===== src/rtl/iox_regs.svh =====
`ifndef IOX_REGS_SVH
`define IOX_REGS_SVH
// fixed upper address nibble
`define IOX_ADDR_HI 4'h3
// command byte register selects
`define IOX_SEL_INPUT 2'h0
`define IOX_SEL_OUTPUT 2'h1
`define IOX_SEL_POLARITY 2'h2
`define IOX_SEL_CONFIG 2'h3
// reset values
`define IOX_RST_OUTPUT 8'h00
`define IOX_RST_POLARITY 8'hF0
`define IOX_RST_CONFIG 8'hFF
// glitch filter: least width in ns, cycles at 5 ns rounded up
`define IOX_FILT_NS 50
`define IOX_CLK_NS 5
`define IOX_FILT_CYC ((`IOX_FILT_NS + `IOX_CLK_NS - 1) / `IOX_CLK_NS)
`endif


===== src/rtl/iox_pkg.sv =====
package iox_pkg;
  typedef enum logic [4:0] {
    IOX_IDLE = 5'h01,
    IOX_RXB = 5'h02,
    IOX_ACK = 5'h04,
    IOX_TXB = 5'h08,
    IOX_RACK = 5'h10
  } iox_state_t;
  // one port direction of pins: drive value and enable
  typedef struct packed {
    logic [7:0] out;
    logic [7:0] oe;
  } iox_pins_t;
endpackage


===== src/rtl/iox_expander.sv =====
// Functional notes
// (RULE1) controller starts transfers only while bus idle
// (RULE2) sda falling while scl high is start; begin address reception
// (RULE3) address byte arrives msb first, direction bit last
// (RULE4) matching address acknowledged low through ninth clock high phase
// (RULE5) straps held start to stop; sampled once per transfer
// (RULE6) one bit per clock pulse; sda stable while scl high
// (RULE7) sda rising while scl high is stop; return to idle
// (RULE8) each byte eight bits plus one acknowledge; any byte count
// (RULE9) sender releases sda after eighth bit for acknowledge
// (RULE10) acknowledger holds sda low over acknowledge high phase
// (RULE11) every byte received from controller acknowledged
// (RULE12) controller acknowledges every read byte except last
// (RULE13) on read nack device releases sda for stop
// (RULE14) address bits three to one compared with straps
// (RULE15) upper address bits fixed 0011; base address 0x18
// (RULE16) four 8-bit registers: config, input, output, polarity
// (RULE17) after power-on all pins inputs, drivers off
// (RULE18) input register holds pin values, output register drive values
// (RULE19) input read inverted where polarity bit set
// (RULE20) all four registers readable
// (RULE21) power-on reset loads defaults and idles bus machine
// (RULE22) reset pin low does the same initialisation
// (RULE23) pin zero only pulls low or floats; others push-pull
// (RULE24) direction bit one reads, zero writes
// (RULE25) first write byte is command; low two bits select register
// (RULE26) selected register persists until new command
// (RULE27) config one means input, zero means output
// (RULE28) scl and sda synchronised and glitch-filtered before use
// (RULE29) non-matching address not acknowledged; bus ignored till start
// (RULE30) repeated start restarts address, selection kept
`include "iox_regs.svh"
module iox_expander
  import iox_pkg::*;
(
  // system
  input wire logic clk_sys,
  input wire logic rst_n,
  // two-wire bus, open drain
  input wire logic scl_in,
  input wire logic sda_in,
  output logic sda_oe,
  // address straps
  input wire logic addr_strap_bit0,
  input wire logic addr_strap_bit1,
  input wire logic addr_strap_bit2,
  // port pins
  input wire logic [7:0] port_in,
  output logic [7:0] port_out,
  output logic [7:0] port_oe
);
  // two-flop synchronisers for every pin input
  logic [12:0] meta_ff, sync_ff;
  always_ff @(posedge clk_sys or negedge rst_n) begin
    if (!rst_n) begin
      meta_ff <= 13'h1FFF;
      sync_ff <= 13'h1FFF;
    end else begin
      meta_ff <= {addr_strap_bit2, addr_strap_bit1, addr_strap_bit0, port_in, scl_in, sda_in};
      sync_ff <= meta_ff;
    end
  end
  wire logic scl_s = sync_ff[1];
  wire logic sda_s = sync_ff[0];
  wire logic [7:0] pin_s = sync_ff[9:2];
  wire logic [2:0] strap_s = sync_ff[12:10];

  // glitch filter: a level must hold IOX_FILT_CYC cycles to be accepted
  localparam int FW = 4;
  logic [1:0] filt_ff, nxt_filt;
  logic [FW-1:0] fcnt_ff [2];
  logic [FW-1:0] nxt_fcnt [2];
  logic [1:0] filt_d_ff;
  wire logic [1:0] raw_s = {scl_s, sda_s};
  // (RULE28) filter both lines
  generate
    for (genvar g = 0; g < 2; g++) begin : g_filt
      always_comb begin
        nxt_filt[g] = filt_ff[g];
        nxt_fcnt[g] = '0;
        if (raw_s[g] != filt_ff[g]) begin
          nxt_fcnt[g] = fcnt_ff[g] + 4'h1;
          if (fcnt_ff[g] == FW'(`IOX_FILT_CYC - 1)) begin
            nxt_filt[g] = raw_s[g];
            nxt_fcnt[g] = '0;
          end
        end
      end
      always_ff @(posedge clk_sys or negedge rst_n) begin
        if (!rst_n) begin
          fcnt_ff[g] <= '0;
        end else begin
          fcnt_ff[g] <= nxt_fcnt[g];
        end
      end
    end
  endgenerate
  always_ff @(posedge clk_sys or negedge rst_n) begin
    if (!rst_n) begin
      filt_ff <= 2'h3;
      filt_d_ff <= 2'h3;
    end else begin
      filt_ff <= nxt_filt;
      filt_d_ff <= filt_ff;
    end
  end
  wire logic scl_f = filt_ff[1];
  wire logic sda_f = filt_ff[0];
  wire logic scl_rise = scl_f && !filt_d_ff[1];
  wire logic scl_fall = !scl_f && filt_d_ff[1];
  // (RULE2) start detect
  wire logic start_det = scl_f && filt_d_ff[1] && !sda_f && filt_d_ff[0];
  // (RULE7) stop detect
  wire logic stop_det = scl_f && filt_d_ff[1] && sda_f && !filt_d_ff[0];

  // (RULE16) bus engine and four registers
  iox_state_t st_ff, nxt_st;
  logic [7:0] sh_ff, nxt_sh;
  // counts to eight so the bit after a start is not mistaken for a full byte
  logic [3:0] bit_ff, nxt_bit;
  logic is_addr_ff, nxt_is_addr;
  logic is_cmd_ff, nxt_is_cmd;
  logic rd_ff, nxt_rd;
  logic nak_ff, nxt_nak;
  logic sda_oe_ff, nxt_sda_oe;
  logic [1:0] sel_ff, nxt_sel;
  logic [7:0] outr_ff, nxt_outr, pol_ff, nxt_pol, cfg_ff, nxt_cfg;
  logic [7:0] inr_ff;
  logic [2:0] strap_ff, nxt_strap;
  logic [7:0] rdata;

  // (RULE19) input readback inverted by polarity; (RULE20) all readable
  always_comb begin
    case (sel_ff)
      `IOX_SEL_INPUT: rdata = inr_ff ^ pol_ff;
      `IOX_SEL_OUTPUT: rdata = outr_ff;
      `IOX_SEL_POLARITY: rdata = pol_ff;
      default: rdata = cfg_ff;
    endcase
  end

  always_comb begin
    nxt_st = st_ff;
    nxt_sh = sh_ff;
    nxt_bit = bit_ff;
    nxt_is_addr = is_addr_ff;
    nxt_is_cmd = is_cmd_ff;
    nxt_rd = rd_ff;
    nxt_nak = nak_ff;
    nxt_sda_oe = sda_oe_ff;
    nxt_sel = sel_ff;
    nxt_outr = outr_ff;
    nxt_pol = pol_ff;
    nxt_cfg = cfg_ff;
    nxt_strap = strap_ff;
    if (stop_det) begin
      // (RULE7) back to idle, release line
      nxt_st = IOX_IDLE;
      nxt_sda_oe = 1'b0;
    end else if (start_det) begin
      // (RULE30) restart keeps sel; (RULE5) straps sampled once here
      nxt_st = IOX_RXB;
      nxt_bit = 4'h0;
      nxt_is_addr = 1'b1;
      nxt_sda_oe = 1'b0;
      nxt_strap = strap_s;
    end else begin
      case (st_ff)
        IOX_RXB: begin
          // (RULE3) (RULE6) one bit per scl rise, msb first
          if (scl_rise) begin
            nxt_sh = {sh_ff[6:0], sda_f};
            nxt_bit = bit_ff + 4'h1;
          end
          // (RULE8) eighth bit done once scl falls after bit 7
          if (scl_fall && bit_ff == 4'h8) begin
            nxt_st = IOX_ACK;
            if (is_addr_ff) begin
              // (RULE14) (RULE15) address match
              if (sh_ff[7:1] == {`IOX_ADDR_HI, strap_ff}) begin
                nxt_sda_oe = 1'b1;
                // (RULE24) direction bit
                nxt_rd = sh_ff[0];
                nxt_is_cmd = !sh_ff[0];
              end else begin
                // (RULE29) no ack, ignore until next start
                nxt_st = IOX_IDLE;
              end
            end else begin
              // (RULE11) acknowledge every written byte
              nxt_sda_oe = 1'b1;
              if (is_cmd_ff) begin
                // (RULE25) (RULE26) command selects register
                nxt_sel = sh_ff[1:0];
                nxt_is_cmd = 1'b0;
              end else begin
                case (sel_ff)
                  `IOX_SEL_OUTPUT: nxt_outr = sh_ff;
                  `IOX_SEL_POLARITY: nxt_pol = sh_ff;
                  `IOX_SEL_CONFIG: nxt_cfg = sh_ff;
                  default: nxt_outr = outr_ff;
                endcase
              end
            end
            nxt_is_addr = 1'b0;
          end
        end
        IOX_ACK: begin
          // (RULE4) (RULE10) hold low through ack high phase, drop at fall
          if (scl_fall) begin
            nxt_bit = 4'h0;
            if (rd_ff) begin
              nxt_st = IOX_TXB;
              nxt_sh = rdata;
              nxt_sda_oe = !rdata[7];
            end else begin
              nxt_st = IOX_RXB;
              nxt_sda_oe = 1'b0;
            end
          end
        end
        IOX_TXB: begin
          if (scl_fall) begin
            nxt_bit = bit_ff + 4'h1;
            if (bit_ff == 4'h7) begin
              // (RULE9) release for controller ack
              nxt_st = IOX_RACK;
              nxt_sda_oe = 1'b0;
            end else begin
              nxt_sh = {sh_ff[6:0], 1'b0};
              nxt_sda_oe = !sh_ff[6];
            end
          end
        end
        IOX_RACK: begin
          if (scl_rise) begin
            nxt_nak = sda_f;
          end
          if (scl_fall) begin
            if (nak_ff) begin
              // (RULE13) nack: release and wait for stop
              nxt_st = IOX_IDLE;
              nxt_sda_oe = 1'b0;
            end else begin
              nxt_st = IOX_TXB;
              nxt_bit = 4'h0;
              nxt_sh = rdata;
              nxt_sda_oe = !rdata[7];
            end
          end
        end
        default: begin // idle and stray codes keep the line released
          nxt_st = IOX_IDLE;
          nxt_sda_oe = 1'b0;
        end
      endcase
    end
  end

  // (RULE21) (RULE22) async reset loads defaults and idles
  always_ff @(posedge clk_sys or negedge rst_n) begin
    if (!rst_n) begin
      st_ff <= IOX_IDLE;
      sh_ff <= 8'h00;
      bit_ff <= 4'h0;
      is_addr_ff <= 1'b0;
      is_cmd_ff <= 1'b0;
      rd_ff <= 1'b0;
      nak_ff <= 1'b0;
      sda_oe_ff <= 1'b0;
      sel_ff <= `IOX_SEL_INPUT;
      outr_ff <= `IOX_RST_OUTPUT;
      pol_ff <= `IOX_RST_POLARITY;
      cfg_ff <= `IOX_RST_CONFIG;
      strap_ff <= 3'h0;
      inr_ff <= 8'h00;
    end else begin
      st_ff <= nxt_st;
      sh_ff <= nxt_sh;
      bit_ff <= nxt_bit;
      is_addr_ff <= nxt_is_addr;
      is_cmd_ff <= nxt_is_cmd;
      rd_ff <= nxt_rd;
      nak_ff <= nxt_nak;
      sda_oe_ff <= nxt_sda_oe;
      sel_ff <= nxt_sel;
      outr_ff <= nxt_outr;
      pol_ff <= nxt_pol;
      cfg_ff <= nxt_cfg;
      strap_ff <= nxt_strap;
      // (RULE18) input register tracks pins
      inr_ff <= pin_s;
    end
  end

  // pin drivers registered; (RULE17) (RULE27) (RULE23)
  iox_pins_t pins_ff, nxt_pins;
  always_comb begin
    nxt_pins.out = outr_ff & 8'hFE;
    nxt_pins.oe = ~cfg_ff;
    // pin zero open drain: enable only when driving low
    nxt_pins.oe[0] = !cfg_ff[0] && !outr_ff[0];
  end
  always_ff @(posedge clk_sys or negedge rst_n) begin
    if (!rst_n) begin
      pins_ff <= '0;
    end else begin
      pins_ff <= nxt_pins;
    end
  end
  assign port_out = {pins_ff.out[7:1], 1'b0};
  assign port_oe = pins_ff.oe;
  assign sda_oe = sda_oe_ff;

  // (RULE17) idle reset state
  a_pins_reset: assert property (@(posedge clk_sys) $rose(rst_n) |-> port_oe == 8'h00) // (RULE17)
    else $error("pins driven after reset");
  // (RULE23) pin zero enabled only for a low output
  a_pin0_od: assert property (@(posedge clk_sys) disable iff (!rst_n) // (RULE23)
    port_oe[0] |-> !$past(outr_ff[0]) && !$past(cfg_ff[0])) else $error("pin zero driven high");
  // (RULE7) stop to idle
  a_stop_idle: assert property (@(posedge clk_sys) disable iff (!rst_n) // (RULE7)
    stop_det |=> st_ff == IOX_IDLE && !sda_oe) else $error("stop not honoured");
  // (RULE2) start to address
  a_start_rx: assert property (@(posedge clk_sys) disable iff (!rst_n) // (RULE2)
    start_det && !stop_det |=> st_ff == IOX_RXB) else $error("start not honoured");
  // (RULE29) foreign address ignored
  a_no_ack_mismatch: assert property (@(posedge clk_sys) disable iff (!rst_n) // (RULE29)
    st_ff == IOX_RXB && is_addr_ff && scl_fall && bit_ff == 4'h8 && !start_det && !stop_det
    && sh_ff[7:1] != {`IOX_ADDR_HI, strap_ff} |=> !sda_oe) else $error("acked foreign addr");
  // (RULE4) ack held high phase
  a_ack_hold: assert property (@(posedge clk_sys) disable iff (!rst_n) // (RULE4)
    st_ff == IOX_ACK && scl_f |-> sda_oe) else $error("ack released early");
  // (RULE9) released for controller ack
  a_rack_rel: assert property (@(posedge clk_sys) disable iff (!rst_n) // (RULE9)
    st_ff == IOX_RACK |-> !sda_oe) else $error("line held in ack slot");
  // (RULE27) direction follows config
  a_cfg_dir: assert property (@(posedge clk_sys) disable iff (!rst_n) // (RULE27)
    ##1 port_oe[7:1] == ~$past(cfg_ff[7:1])) else $error("direction mismatch");
endmodule // iox_expander


===== config.mk =====
export PLATFORM = sky130hd
export DESIGN_NAME = iox_expander
export DESIGN_NICKNAME = d
export VERILOG_FILES = /design/src/rtl/iox_pkg.sv /design/src/rtl/iox_expander.sv
export VERILOG_INCLUDE_DIRS = /design/src /design/src/rtl
export SDC_FILE = /design/constraint.sdc
export NUM_CORES = 1
export LEC_CHECK = 0
export BUFFER_PORTS_ARGS = -buffer_cell sky130_fd_sc_hd__buf_2
export CAP_MARGIN = 0
export CORE_MARGIN = 2
export CORE_UTILIZATION = 40
export CTS_CLUSTER_DIAMETER = 120
export DETAILED_ROUTE_END_ITERATION = 7
export PLACE_DENSITY = 0.69
export SLEW_MARGIN = 5
export SYNTH_ARGS = -nofsm -noshare
export SYNTH_HDL_FRONTEND = slang
export SYNTH_SLANG_ARGS = --single-unit

===== constraint.sdc =====
create_clock -name clk_sys -period 5.7 [get_ports clk_sys]
set_input_delay 0.855 -clock clk_sys [delete_from_list [all_inputs] [get_ports clk_sys]]
set_output_delay 0.855 -clock clk_sys [all_outputs]
set_load 0.005 [all_outputs]

# After elaboration in Yosys (flattened, before gate mapping)
# Cells that the tools add are included.
# op_classes
n_addsub	3
n_eq_ne	33
n_mux	49
n_bitwise	6
reduce_logical	38
# op_table
op	n
$mux W8	7
$mux W4	12
$mux W5	7
$pmux W8 S4	1
$reduce_and A7 Y1	4
$pmux W8 S3	1
$ne A4 B4 Y1 const B	5
$pmux W5 S4	1
$mux W1	16
$pmux W4 S4	1
$ne A3 B3 Y1 const B	5
$reduce_and A5 Y1	3
$ne A2 B2 Y1 const B	7
$add A4 B1 Y4 const B	3
$eq A4 B4 Y1 const B	3
$reduce_and A6 Y1	2
$reduce_and A10 Y1	1
$logic_and A1 B1 Y1	9
$logic_not A1 Y1	9
$not A8 Y8	1
$xor A8 B8 Y8	1
$eq A7 B5 Y1	1
$mux W3	2
$reduce_and A2 Y1	3
other kinds (18)	24
# totals
reg_bits	112
output_inout_bits	17
elab_cells	152

# Depth between registers and ports, before layout
# logic_depth
depth_word	8
depth_mapped	8
mapped_depth_nobuf	7

# Least setup slack after synthesis
# No wires, ideal clock.
# synth_timing
path_kind	reg-to-reg
start	register filt_ff[0]
end	register pol_ff[0]
t_arrival_ns	2.188
setup_slack_ns	3.388
stages_incl_launch_ff	8
n_path_buf	2
path_cell_list	dfstp_2 -> buf_2 -> xor2_1 -> and3_1 -> buf_2 -> or4b_1 -> nor3_4 -> mux2_2
# synth_via
elab_chain_len	5
elab_cells_between_ends	8
# synth_rtl
element	line_no	source
start: declaration	iox_expander.sv:70	logic [1:0] filt_ff, nxt_filt;
start signal: assignment	iox_expander.sv:103	filt_ff <= nxt_filt;
$logic_not A1 Y1	iox_expander.sv:112	wire logic start_det = scl_f && filt_d_ff[1] && !sda_f && filt_d_ff[0];
$logic_and A1 B1 Y1 (2 in a row)	iox_expander.sv:112	
$not A1 Y1 (no line)	--	
$reduce_and A7 Y1 (no line) *	--	
end signal: assignment	iox_expander.sv:273	pol_ff <= `IOX_RST_POLARITY;
end signal: assignment	iox_expander.sv:288	pol_ff <= nxt_pol;
end: declaration	iox_expander.sv:127	logic [7:0] outr_ff, nxt_outr, pol_ff, nxt_pol, cfg_ff, nxt_cfg;
# Every way passes the cells marked *; elsewhere a longest branch is shown, timed or not.
# A chain may end at the register's enable or synchronous reset.

# Worst setup path in the final report
# layout_timing
start	register bit_ff[0]
end	register outr_ff[4]
# layout_via
elab_chain_len	3
# layout_rtl
element	line_no	source
start: declaration	iox_expander.sv:120	logic [3:0] bit_ff, nxt_bit;
start signal: assignment	iox_expander.sv:280	bit_ff <= nxt_bit;
$eq A4 B4 Y1	iox_expander.sv:176	if (scl_fall && bit_ff == 4'h8) begin
$logic_and A1 B1 Y1	iox_expander.sv:176	
$reduce_and A7 Y1 (no line)	--	
end signal: assignment	iox_expander.sv:272	outr_ff <= `IOX_RST_OUTPUT;
end signal: assignment	iox_expander.sv:287	outr_ff <= nxt_outr;
end: declaration	iox_expander.sv:127	
# Every way passes these cells.

==> results.txt <==
----------------------------------------------------
[STA]
  Sum Neg Setup Slack ... 0 ns
  Setup repair after global routing missed its margin ... no
  Max-slew headroom at the worst pin ... a little over half
  Setup-violating endpoint count in the final report ... 0
  Final period utilization ... 44.46%
  Slew Limit Fails ... 0
  Worst setup skew after layout ... 0.009436 ns
  Post-layout worst setup margin ... 3.166 ns
  Transition time of the tightest slew-check pin ... slightly below 0.7 ns
  Number of hold violations in the final report ... 0
  Final period demand of the worst path ... 2.534 ns
  Maximum operating frequency ... 0.3946 GHz

[Yosys]
  Count of different cell masters after synthesis ... 55
  Post-synthesis instance total ... between 300 and 400
  Syn. warnings ... 0
  Seq/Total Area, Yosys ... about three fifths
  Net count after synthesis ... 372
  Most instantiated library cell after synthesis ... sky130_fd_sc_hd__dfrtp_1
  Commonest cells post-synth ... sky130_fd_sc_hd__dfrtp_1 (69), sky130_fd_sc_hd__mux2_2 (47), sky130_fd_sc_hd__dfstp_2 (43)
  Largest cells by area after synthesis ... sky130_fd_sc_hd__dfrtp_1 (37%), sky130_fd_sc_hd__dfstp_2 (24%), sky130_fd_sc_hd__mux2_2 (11%)
  Register bit total from synthesis ... 112
  Fraction of registers with async set or reset after synthesis ... 100.0%
  Synthesized area per cell ... roughly 13 µm²
  Fraction of synthesized cell area taken by the top area cell type ... 37.16%
  Primary FF master, synth ... sky130_fd_sc_hd__dfrtp_1
  Yosys top cell by area ... sky130_fd_sc_hd__dfrtp_1
  Combined area of all synthesized cells ... 4647 µm²
  Number of enable-type register cells in the synthesized netlist ... 0

[Final layout]
  Diode insertion count for antenna repair ... 0
  Growth of design area from synthesis to finish ... 12.25%
  Number of fill cells in the layout ... 1,032
  Cell Count, Final, Fillers Out ... ~530
  Fraction of final layout cells sized beyond drive strength 1 ... between 30 and 40%
  Net count of the finished layout ... 402

[Placed design]
  HPWL Detailed ... roughly 5.4 mm
  Worst setup slack before clock tree synthesis ... 3.139 ns
  Global placement routability congestion ... between 0.8 and 0.9
  # port buffers ... 30
  Cell count after placement ... 513

[Job]
  Number of max-capacitance violations reported ... 0

[Clock tree]
  Maximum level of the CTS H-tree ... 3
  Reg clk slew, reported paths ... around 0.070 ns
  CTS tree ... done
  Post-CTS setup buffer count ... 0
  Clock root buffer ... sky130_fd_sc_hd__clkbuf_16
  Clock sink count ... 112
  Clk_lat worst skew ... 0.35 ns
  CTS resizes ... 0
  Clock buffers created by TritonCTS ... 9
  Number of buffers inserted by hold repair at cts ... 0
  CTS Buffer Depth ... 2

[Pwr]
  Power density normalized to cell area ... a little under 300 nW/µm²
  Largest voltage drop on the vdd net ... 0.1945 mV
  Leakage dissipation ... about 0.0023 µW

[Setup path]
  CP startpoint kind ... register
  Kind of critical path ... register to register
  Critical Path Sink Type ... register
  Cell-by-cell trace of the critical path ... inv_1, ha_1, nor4bb_1, nand4_1, nor4_1, and3b_1, mux2_2
  Maximum fanout along the worst path ... 8
  Crit path largest cell delay ... about 0.45 ns
  Signal arrival time at the worst endpoint ... 2.77 ns
  Crit path max-delay cell type ... sky130_fd_sc_hd__and3b_1
  WP data required ... 5.94 ns

[Floorplanning]
  Floorplan die area ... 12,500 µm²
  Die width ... approximately 110 µm
  Area of the core region ... 11,370 µm²
  Row cnt ... 39
  Num ports ... 32
  Overall die height ... roughly 110 µm
  Effective utilization at floorplan ... between 40 and 50%

[GRT]
  All-Layer GR Usage ... between 10 and 15%
  Vias in the first global route ... 2,681
  Wire length of the first global-routing pass ... 13.64 mm
  Initial antenna violation count ... 0
  Maximum number of pins on one net before global-route repair ... 59
  Global route overflow ... 0

[Routing]
  # DRC ... 0
  Via/cell ratio ... 5.051
  Number of optimization iterations in the first detailed-route pass ... 4
  Mean routed wirelength per cell ... 15.13 µm
  Violation count after the first detailed-route iteration ... 125
  Count of antenna-violating nets left after detailed routing ... 0
  Final WL ... 8.005 mm
  Vias ... 2,672

[Min path]
  Class of the tightest hold or removal check ... register to register

[Run status]
  Outcome ... finished clean

----------------------------------------------------
[metal layers]
layer	vias to the layer above	track usage, %	routed length, µm
met5	-	0	0
met4	0	6.667	179
met3	12	3.593	304
met2	58	21.05	3726
met1	1319	18.81	3794
li1	1283	-	-
[power breakdown]
part           switching, µW  internal [µW]  leakage [µW]  total (µW)
Sequential              15.0            826       0.00135         841
Combinational           29.9           19.9      0.000773        49.8
Clock                    288            324      0.000140         612
[worst paths after layout]
path / endpoint / slack (ns) / cells past startpoint / startpoint
setup / recovery: outr_ff[4]$_DFFE_PN0P_ / 3.17 / 7 / bit_ff[0]$_DFFE_PN0P_
hold / removal: sync_ff[2]$_DFF_PN1_ / 0.36 / 0 / meta_ff[2]$_DFF_PN1_
setup reg to reg: outr_ff[4]$_DFFE_PN0P_ / 3.17 / 7 / bit_ff[0]$_DFFE_PN0P_
hold reg to reg: sync_ff[2]$_DFF_PN1_ / 0.36 / 0 / meta_ff[2]$_DFF_PN1_
max in group asynchronous: port_out[2]$_DFF_PN0_ / 4.03 / 2 / rst_n
min in group asynchronous: fcnt_ff[4]$_DFF_PN0_ / 0.53 / 1 / rst_n
[through the flow]
| stage | hold WS, ns | total power [µW] | utilization (%) | instance area, µm² |
|---|---|---|---|---|
| floorplan | 0.3452 | 879.2 | - | 4647 |
| global placement | 0.3464 | 904.0 | 43.30 | 4923 |
| detailed placement | 0.3468 | 907.7 | 43.30 | 4923 |
| CTS | 0.3571 | 1524 | 45.88 | 5216 |
| global route | 0.3591 | 1569 | 45.88 | 5216 |
| finish | 0.3565 | 1503 | 45.88 | 5216 |
[critical path: cells and delay by family, from the launching register on]
kind / cells / cell delay (ns)
flip-flops: 1 / 0.42
AND/OR/NAND/NOR: 4 / 1.42
adder cells (fa/ha/maj): 1 / 0.13
buffers and inverters: 1 / 0.08
multiplexers: 1 / 0.38
[layout by cell type, fill, tap and decap left out, drive strengths merged, types with 2 or more instances in the layout]
cell	instances
nor4bb	2
nor3	4
mux2	47
and4b	2
dfrtp	69
or3	3
dfstp	43
nand2b	11
a31oi	2
xor2	6
xnor2	13
inv	15
nand2	26
nand3b	5
nor2	18
nor2b	3
nand4	2
a21oi	4
o21ai	11
buf	31
o31ai	2
nand4b	2
o22ai	2
mux2i	9
clkinvlp	2
or4b	2
nor4	2
clkbuf	11
clkinv	2
a211oi	3
ha	6
nor4b	2
nand3	7
[final cells by class]
| type | count | area (µm²) | area share (%) |
|---|---|---|---|
| clock inverters | 5 | 40.04 | 0.7676 |
| flip-flops and latches | 112 | 2856 | 54.76 |
| well taps | 143 | 178.9 | 3.430 |
| multi-input cells | 213 | 1675 | 32.12 |
| inverters | 14 | 52.55 | 1.007 |
| repair buffers | 31 | 160.2 | 3.070 |
| clock buffers | 11 | 252.7 | 4.845 |
[state kept, by name, summed over array words and instances (netlist names), 2 cells and up]
register and count:
bit_ff 4, cfg_ff 8, fcnt_ff 8, filt_d_ff 2
filt_ff 2, inr_ff 8, meta_ff 13, outr_ff 8
pol_ff 8, port_oe 8, port_out 7, sel_ff 2
sh_ff 8, st_ff 5, strap_ff 3, sync_ff 13
[kinds of logic (layout without fill, tap and decap cells)]
group | after synthesis | after routing | synth area share (%)
flip-flops | 112 | 112 | 61.47
AND/OR/NAND/NOR | 96 | 96 | 12.30
multiplexers | 56 | 56 | 13.33
AO/OA/AOI/OAI | 35 | 35 | 5.143
buffers and inverters | 26 | 61 | 2.477
XOR/XNOR | 19 | 19 | 3.581
adder cells (fa/ha/maj) | 6 | 6 | 1.615
other | 1 | 1 | 0.08070
No activity file was read; power rests on OpenSTA's default activity.
